**src/hw/dch_access_defs.svh**
```systemverilog
// Constants for the D channel and dump/restore overlay register logic.
//
// Contract
// - bank bit one overlays D channel port
// - overlay active ignores pin D channel data
// - receive bytes superframe aligned, loaded after the eighth bit
// - transmit byte moved out at superframe sync
// - new receive byte raises interrupt, code 1111
// - port read clears code, activation status kept
// - bytes pass transparently, no HDLC processing
// - serialise and assemble most significant bit first
// - bank bit two overlays dump/restore port
// - dump/restore mode from two config bits
// - dump/restore port register resets to zero
// - dump/restore mode encoding 00/10/01/11
// - bank select visible in both sets
`ifndef DCH_ACCESS_DEFS_SVH
`define DCH_ACCESS_DEFS_SVH

// ----------------------------------------------------------------------
// Register addresses
// ----------------------------------------------------------------------
`define ADDR_NIBBLE_STATUS 4'h1
`define ADDR_OVERLAY_CONFIG_TWO 4'h8
`define ADDR_BANK_SELECT 4'ha
`define ADDR_BYTE_TWELVE 4'hc
`define ADDR_BYTE_THIRTEEN 4'hd

// ----------------------------------------------------------------------
// Field positions, reset values and codes
// ----------------------------------------------------------------------
`define BANK_OVERLAY_BIT 0
`define BANK_DCH_BIT 1
`define BANK_DUMP_BIT 2
`define CFG_DR_MODE_LSB 6
`define CFG_RESERVED_BIT 2
`define BYTE_RESET 8'h00
`define DCH_IDLE_BYTE 8'hff
`define DCH_SOURCE_CODE 4'hf
`define DCH_LAST_BIT 3'h7

`endif

```
**src/hw/dch_access_pkg.sv**
```systemverilog
// Types shared by the D channel and dump/restore overlay logic.
package dch_access_pkg;
  typedef enum logic [1:0]
  {
    dr_eye_dump_type = 2'b00,
    dr_arctap_write_type = 2'b10,
    dr_arctap_read_type = 2'b01,
    dr_tdm_dump_type = 2'b11
  } dr_mode_type;
endpackage : dch_access_pkg

```
**src/hw/d_channel_access_register.sv**
```systemverilog
// Overlay register bank with D channel byte port and dump/restore port.
`timescale 1ns/10ps
`default_nettype none
`include "dch_access_defs.svh"

module d_channel_access_register
  import dch_access_pkg::*;
(
  input wire logic clk_in,
  input wire logic rst_in,
  input wire logic ce_in,
  input wire logic soft_reset_in,
  input wire logic [3:0] reg_addr_in,
  input wire logic reg_wr_in,
  input wire logic reg_rd_in,
  input wire logic [7:0] reg_wdata_in,
  output logic [7:0] reg_rdata_out,
  output logic reg_rvalid_out,
  input wire logic [3:0] activation_status_in,
  input wire logic superframe_sync_in,
  input wire logic rx_dch_bit_in,
  input wire logic rx_dch_valid_in,
  input wire logic tx_dch_req_in,
  output logic tx_dch_bit_out,
  input wire logic pin_dch_bit_in,
  output logic [3:0] nibble_status_out,
  output logic third_interrupt_source_out,
  output logic [7:0] dump_wdata_out,
  output logic dump_wr_out,
  output logic dump_rd_out,
  input wire logic [7:0] dump_rdata_in,
  output var dr_mode_type dr_mode_out
);

  // --------------------------------------------------------------------
  // Register state
  // --------------------------------------------------------------------
  logic [7:0] bank_select_register, overlay_config_two, rx_hold, rx_shift;
  logic [7:0] normal_byte_reg_twelve, normal_byte_reg_thirteen, tx_hold;
  logic [7:0] dump_restore_byte_port, tx_shift;
  logic [2:0] rx_count, tx_count;
  logic tx_hold_full, dch_pending, pin_sync_a, pin_sync_b, clear_all;
  logic dch_overlay, dump_overlay, base_overlay, rx_byte_done, tx_reload;
  logic wr_dch, rd_dch, wr_dump, rd_dump;

  // Software reset clears the same state as hardware reset, except the pin synchronisers and the read data and read valid registers.
  assign clear_all = soft_reset_in;

  // --------------------------------------------------------------------
  // Address decode
  // --------------------------------------------------------------------
  // Decides whether an access hits the given address.
  function automatic logic hit(input logic [3:0] addr, target);
    hit = (addr == target);
  endfunction : hit

  // Overlay selection follows the bank bits as they stand now.
  assign base_overlay = bank_select_register[`BANK_OVERLAY_BIT];
  assign dch_overlay = bank_select_register[`BANK_DCH_BIT];
  assign dump_overlay = bank_select_register[`BANK_DUMP_BIT];
  assign wr_dch = ce_in && reg_wr_in && dch_overlay &&
                  hit(reg_addr_in, `ADDR_BYTE_TWELVE);
  assign rd_dch = ce_in && reg_rd_in && dch_overlay &&
                  hit(reg_addr_in, `ADDR_BYTE_TWELVE);
  assign wr_dump = ce_in && reg_wr_in && dump_overlay &&
                   hit(reg_addr_in, `ADDR_BYTE_THIRTEEN);
  assign rd_dump = ce_in && reg_rd_in && dump_overlay &&
                   hit(reg_addr_in, `ADDR_BYTE_THIRTEEN);

  // --------------------------------------------------------------------
  // Bank select and configuration
  // --------------------------------------------------------------------
  // The bank register answers whatever set is selected, so software
  // can always find its way back to the basic set.
  always_ff @(posedge clk_in or posedge rst_in)
  begin
    if (rst_in)
      bank_select_register <= `BYTE_RESET;
    else if (ce_in)
    begin
      if (clear_all)
        bank_select_register <= `BYTE_RESET;
      else if (reg_wr_in && hit(reg_addr_in, `ADDR_BANK_SELECT))
        bank_select_register <= reg_wdata_in;
    end
  end

  // Configuration two lives in the overlay set; the reserved bit is
  // forced low because it must never be set.
  always_ff @(posedge clk_in or posedge rst_in)
  begin
    if (rst_in)
      overlay_config_two <= `BYTE_RESET;
    else if (ce_in)
    begin
      if (clear_all)
        overlay_config_two <= `BYTE_RESET;
      else if (reg_wr_in && base_overlay &&
               hit(reg_addr_in, `ADDR_OVERLAY_CONFIG_TWO))
      begin
        overlay_config_two <= reg_wdata_in;
        overlay_config_two[`CFG_RESERVED_BIT] <= 1'b0;
      end
    end
  end

  // Mode bits travel straight to the dump/restore engine.
  assign dr_mode_out = dr_mode_type'(
    overlay_config_two[`CFG_DR_MODE_LSB +: 2]);

  // Normal byte registers stay intact under the overlays.
  always_ff @(posedge clk_in or posedge rst_in)
  begin
    if (rst_in)
    begin
      normal_byte_reg_twelve <= `BYTE_RESET;
      normal_byte_reg_thirteen <= `BYTE_RESET;
    end
    else if (ce_in)
    begin
      if (clear_all)
      begin
        normal_byte_reg_twelve <= `BYTE_RESET;
        normal_byte_reg_thirteen <= `BYTE_RESET;
      end
      else if (reg_wr_in && !dch_overlay &&
               hit(reg_addr_in, `ADDR_BYTE_TWELVE))
        normal_byte_reg_twelve <= reg_wdata_in;
      else if (reg_wr_in && !dump_overlay &&
               hit(reg_addr_in, `ADDR_BYTE_THIRTEEN))
        normal_byte_reg_thirteen <= reg_wdata_in;
    end
  end

  // --------------------------------------------------------------------
  // Dump/restore port
  // --------------------------------------------------------------------
  // Written bytes are held for the dump engine and strobed once.
  always_ff @(posedge clk_in or posedge rst_in)
  begin
    if (rst_in)
      dump_restore_byte_port <= `BYTE_RESET;
    else if (ce_in)
    begin
      if (clear_all)
        dump_restore_byte_port <= `BYTE_RESET;
      else if (wr_dump)
        dump_restore_byte_port <= reg_wdata_in;
    end
  end

  assign dump_wdata_out = dump_restore_byte_port;
  assign dump_wr_out = wr_dump && !clear_all;
  assign dump_rd_out = rd_dump && !clear_all;

  // --------------------------------------------------------------------
  // Receive path
  // --------------------------------------------------------------------
  // Bits are shifted in at the right side; the sync pulse restarts the
  // byte count so every byte begins on the superframe boundary.
  assign rx_byte_done = rx_dch_valid_in && !superframe_sync_in &&
                        (rx_count == `DCH_LAST_BIT);

  always_ff @(posedge clk_in or posedge rst_in)
  begin
    if (rst_in)
    begin
      rx_shift <= `BYTE_RESET;
      rx_count <= 3'h0;
    end
    else if (ce_in)
    begin
      if (clear_all || superframe_sync_in)
        rx_count <= 3'h0;
      else if (rx_dch_valid_in)
        rx_count <= rx_count + 3'h1;
      if (clear_all)
        rx_shift <= `BYTE_RESET;
      else if (rx_dch_valid_in)
        rx_shift <= {rx_shift[6:0], rx_dch_bit_in};
    end
  end

  // The receive buffer takes each finished byte unchanged.
  always_ff @(posedge clk_in or posedge rst_in)
  begin
    if (rst_in)
      rx_hold <= `BYTE_RESET;
    else if (ce_in)
    begin
      if (clear_all)
        rx_hold <= `BYTE_RESET;
      else if (rx_byte_done)
        rx_hold <= {rx_shift[6:0], rx_dch_bit_in};
    end
  end

  // The pending flag marks a byte waiting to be read; a new byte in the
  // same cycle as the read keeps it set so no byte goes unnoticed.
  always_ff @(posedge clk_in or posedge rst_in)
  begin
    if (rst_in)
      dch_pending <= 1'b0;
    else if (ce_in)
    begin
      if (clear_all)
        dch_pending <= 1'b0;
      else if (rx_byte_done && dch_overlay)
        dch_pending <= 1'b1;
      else if (rd_dch)
        dch_pending <= 1'b0;
    end
  end

  // The source code masks the activation nibble only while pending, so
  // an activation change stays visible once the byte has been read.
  assign nibble_status_out = dch_pending ? `DCH_SOURCE_CODE :
                             activation_status_in;
  assign third_interrupt_source_out = dch_pending;

  // --------------------------------------------------------------------
  // Transmit path
  // --------------------------------------------------------------------
  // Pin data is resynchronised before the line mux may look at it.
  always_ff @(posedge clk_in or posedge rst_in)
  begin
    if (rst_in)
    begin
      pin_sync_a <= 1'b0;
      pin_sync_b <= 1'b0;
    end
    else if (ce_in)
    begin
      pin_sync_a <= pin_dch_bit_in;
      pin_sync_b <= pin_sync_a;
    end
  end

  // A byte boundary is reached at sync or after the eighth bit.
  assign tx_reload = superframe_sync_in ||
                     (tx_dch_req_in && tx_count == `DCH_LAST_BIT);

  // Holding buffer; a write landing on a reload is kept for the next
  // boundary rather than being lost.
  always_ff @(posedge clk_in or posedge rst_in)
  begin
    if (rst_in)
    begin
      tx_hold <= `DCH_IDLE_BYTE;
      tx_hold_full <= 1'b0;
    end
    else if (ce_in)
    begin
      if (clear_all)
      begin
        tx_hold <= `DCH_IDLE_BYTE;
        tx_hold_full <= 1'b0;
      end
      else if (wr_dch)
      begin
        tx_hold <= reg_wdata_in;
        tx_hold_full <= 1'b1;
      end
      else if (tx_reload)
        tx_hold_full <= 1'b0;
    end
  end

  // Shift register sends the top bit first; idle ones fill the gap when
  // software has not supplied a byte in time.
  always_ff @(posedge clk_in or posedge rst_in)
  begin
    if (rst_in)
    begin
      tx_shift <= `DCH_IDLE_BYTE;
      tx_count <= 3'h0;
    end
    else if (ce_in)
    begin
      if (clear_all)
      begin
        tx_shift <= `DCH_IDLE_BYTE;
        tx_count <= 3'h0;
      end
      else if (tx_reload)
      begin
        tx_shift <= tx_hold_full ? tx_hold : `DCH_IDLE_BYTE;
        tx_count <= 3'h0;
      end
      else if (tx_dch_req_in)
      begin
        tx_shift <= {tx_shift[6:0], 1'b1};
        tx_count <= tx_count + 3'h1;
      end
    end
  end

  // The overlay shuts the pin source out completely.
  assign tx_dch_bit_out = dch_overlay ? tx_shift[7] :
                          pin_sync_b;

  // --------------------------------------------------------------------
  // Read data
  // --------------------------------------------------------------------
  // Read data is registered and shows one cycle after the strobe.
  always_ff @(posedge clk_in or posedge rst_in)
  begin
    if (rst_in)
    begin
      reg_rdata_out <= `BYTE_RESET;
      reg_rvalid_out <= 1'b0;
    end
    else if (ce_in)
    begin
      reg_rvalid_out <= reg_rd_in;
      if (reg_rd_in)
      begin
        unique case (reg_addr_in)
          `ADDR_NIBBLE_STATUS:
            reg_rdata_out <= {4'h0, nibble_status_out};
          `ADDR_OVERLAY_CONFIG_TWO:
            reg_rdata_out <= base_overlay ? overlay_config_two : `BYTE_RESET;
          `ADDR_BANK_SELECT:
            reg_rdata_out <= bank_select_register;
          `ADDR_BYTE_TWELVE:
            reg_rdata_out <= dch_overlay ? rx_hold :
                             normal_byte_reg_twelve;
          `ADDR_BYTE_THIRTEEN:
            reg_rdata_out <= dump_overlay ? dump_rdata_in :
                             normal_byte_reg_thirteen;
          default:
            reg_rdata_out <= `BYTE_RESET;
        endcase
      end
    end
  end

endmodule : d_channel_access_register
`default_nettype wire

```
**config.mk**
```make
export PLATFORM = sky130hd
export DESIGN_NAME = d_channel_access_register
export DESIGN_NICKNAME = d
export VERILOG_FILES = /design/src/hw/dch_access_pkg.sv /design/src/hw/d_channel_access_register.sv
export VERILOG_INCLUDE_DIRS = /design/src /design/src/hw
export SDC_FILE = /design/constraint.sdc
export NUM_CORES = 1
export LEC_CHECK = 0
export ABC_CLOCK_PERIOD_IN_PS = 2600
export BUFFER_PORTS_ARGS = -buffer_cell sky130_fd_sc_hd__buf_4
export CORE_ASPECT_RATIO = 0.5
export CORE_MARGIN = 2
export CORE_UTILIZATION = 40
export DETAILED_ROUTE_END_ITERATION = 7
export SETUP_SLACK_MARGIN = 0.02
export SYNTH_ARGS = -nofsm -noshare
export SYNTH_HDL_FRONTEND = slang
export SYNTH_SLANG_ARGS = --single-unit
```
**constraint.sdc**
```tcl
create_clock -name clk_in -period 2.6 [get_ports clk_in]
set_input_delay 0.26 -clock clk_in [delete_from_list [all_inputs] [get_ports clk_in]]
set_output_delay 0.26 -clock clk_in [all_outputs]
set_load 0.1 [all_outputs]
```
==> metrics.yaml <==
run_status:
  status: "completed"
clocking:
  cts_buffer_depth: 2
  path_clk_slew_ns: 0.06
  cts_tree: "done"
  cts_sinks: 89
  post_cts_buffers: 0
  cts_hold_buf: 0
  cts_resized: 0
  htreeDepth: 3
  cts_root_buffer: "clkbuf_16"
  clk_latency_ns: 0.34
  cts_made_buffers: 9
yosys:
  synth_edf_count: 0
  synth_adder_area_share_pct: 1.19
  syn-num-nets: 447
  synth_ff_type: "dfrtp_1"
  syn_area_um2: 4220
  synthArstFlopShare_pct: 100
  syn_avg_cell_area_um2: 10.3
  syn_inst: 408
  synthMuxAreaShare_pct: 6.77
  synth.distinct_cells: 45
  synth_xor_area_share_pct: 0
  seq_area_frac_synth_pct: 53.3
  synth-seq-cells: 89
  ys.warnings.count: 0
  synth_top_family_by_area: "simple AND/OR/NAND/NOR gates"
  synth-compound-area-share_pct: 16.6
  synth-simple-area-share_pct: 17.9
floorplanning:
  start_util_pct: 41.3
  die_y_um: 76.6
  design.die.area_um2: 11400
  ios: 62
  die_w_um: 149
  core_area_um2: 10200
  rows: 26
global_routing:
  grt.total_usage_pct: 19.1
  grt_max_degree: 90
  grt_overflow: 0
  grt_pass1_vias: 3106
  antenna_found_initial: 0
  grt_pass1_wl_um: 16700
finish:
  area_growth_pct: 21.8
  final_area_um2: 5130
  fillers: 963
  layout.nets: 497
  drive_gt1_share_pct: 28.5
  diodes: 0
  stdcell_count: 603
  mostFrequentLayoutCells: "73 x dfrtp_1, 68 x buf_4, 51 x o21ai_0"
  final_common_cell: "dfrtp_1"
sta:
  skew_ns: 0.00826
  rsz0062_at_grt: "no"
  report.final.slew_viol_count: 0
  finalSetupViolCount: 0
  fin_hold_ws_ns: 0.0156
  finalWorstSetupSlack_ns: 0.445
  tightest_slew_ns: 0.662
  finalCritPeriodShare_pct: 82.9
  maxSlewHeadroom_pct: 55.5
  max_freq_mhz: 464
  post-route-min-period_ns: 2.15
  finalSetupTns_ns: 0
  finalHoldViolations: 0
placement:
  gp_congestion: 0.756
  port_buffers: 61
  dpl_cell_area_um2: 4790
  dp_worst_setup_slack_ns: 0.789
  dpl.cell_count: 587
  hpwl_um: 7040
setup_path:
  cpPeakStageDelay_ns: 0.74
  critical_path_required_ns: 2.34
  path_cells: "nand4_1 > buf_4 > nor2_2 > buf_4"
  critPathKind: "flop to output port"
  slowest_stage: "dfrtp_1"
  worst_setup_path_start_kind: "flop"
  crit_arrival_ns: 1.89
  path_max_fanout: 17
  crit_top_cell: "buf_4"
  cp-end-kind: "output port"
drt:
  post_drt_wl_per_cell_um: 17.1
  drt_first_iter_violations: 204
  route.detailed.drc: 0
  viasPerCell: 5.31
  drtPass1Iterations: 4
  met3_length_um: 555
  m1WireLength_um: 5160
  totalWireLength_um: 10300
  final_antenna_net_count: 0
  dr_wl_met2_um: 4500
  maxUsedRoutingLayer: "met4"
  vias: 3201
flow_run:
  max-cap-violations: 0
pwr:
  p_per_area_nw_per_um2: 640
  power_leakage_nw: 2.27
  max-vdd-ir-drop_mv: 0.382
hold_path:
  worstHoldPathType: "input pin to asynchronous set/reset pin"
[area by class of cell]
type	count	area, µm²	share of cell area (%)
Timing Repair Buffer	69	531	10.3
Sequential cell	89	2250	43.8
Clock inverter	5	103	2.00
Clock buffer	11	243	4.73
Tap cell	140	175	3.41
Multi-Input combinational cell	280	1800	35.1
Inverter	9	35.0	0.683
[layer usage]
| layer | vias up | global-route usage [%] |
|---|---|---|
| met5 | - | 0 |
| met4 | 0 | 4.48 |
| met3 | 6 | 5.45 |
| met2 | 75 | 27.6 |
| met1 | 1547 | 28.4 |
| li1 | 1573 | - |
[registers in the layout, summed over array words and instances, names as in the netlist, 3 cells and up]
register and count:
normal_byte_reg_thirteen 8, rx_shift 7, tx_shift 8, normal_byte_reg_twelve 8, reg_rdata_out 8, rx_hold 8
rx_count 3, bank_select_register 8, tx_hold 8, dump_wdata_out 8, overlay_config_two 7, tx_count 3
[metrics by stage]
step / power, mW / utilization [%]
final: 3.29 / 50.2
after detailed placement: 1.82 / 46.9
after CTS: 3.32 / 50.2
after global routing: 3.42 / 50.2
after floorplan: 1.70 / -
after global placement: 1.82 / 46.9
[synth_stat cells, types with 2 or more instances]
library cell  number  area [µm²]
mux2i_1           24         240
a221oi_1           6        52.6
nor2_1            18        67.6
o22ai_1           10        62.6
or3_1              3        18.8
nor3_1             2        10.0
o21ai_0           52         260
buf_1              3        11.3
nand2_1           34         128
nand3_2            3        30.0
inv_1              9        33.8
o211ai_1           2        15.0
a31o_2             3        26.3
buf_4              4        30.0
dfrtp_1           73        1830
a22o_1            15         131
ha_1               4        50.1
a21oi_1           14        70.1
clkbuf_1          16        60.1
nand2b_1          17         106
dfstp_2           16         420
or3b_2             7        61.3
nand3_1           37         185
buf_2              6        30.0
o21ai_2            7        61.3
mux2_2             4        45.0
[worst max-delay path, delay by kind of cell (launching register included)]
| kind | cells | cell delay (ns) |
|---|---|---|
| simple gates | 2 | 0.27 |
| flops | 1 | 0.74 |
| buf+inv | 2 | 0.53 |
[logic make-up (layout without fill, tap and decap cells)]
group                    Yosys count  after routing
AO/OA/AOI/OAI                    112            112
adder cells (fa/ha/maj)            4              4
buffers and inverters             39             94
flip-flops                        89             89
multiplexers                      28             28
AND/OR/NAND/NOR                  136            136
[path summary, 6_finish.rpt]
kind | slack (ns) | from | depth (start not counted) | to
worst max-delay path | 0.45 | bank_select_register[2] | 4 | dump_wr_out
worst min register to register | 0.48 | tx_shift[0] | 2 | tx_shift[0]
max in group asynchronous | 2.21 | rst_in | 3 | tx_hold[4]
worst max register to register | 0.80 | rx_count[0] | 6 | rx_hold[1]
min in group clk_in | 0.15 | reg_wdata_in[3] | 3 | tx_hold[3]
worst min-delay path | 0.02 | rst_in | 3 | tx_count[0]
[report_power, final]
group | total, mW | switching (mW) | leakage [nW] | internal (mW)
logic | 0.339 | 0.235 | 0.925 | 0.103
clock network | 1.50 | 0.532 | 0.166 | 0.964
registers | 1.45 | 0.0205 | 1.17 | 1.43
total | 3.29 | 0.788 | 2.27 | 2.50
No activity file was read; power rests on OpenSTA's default activity.
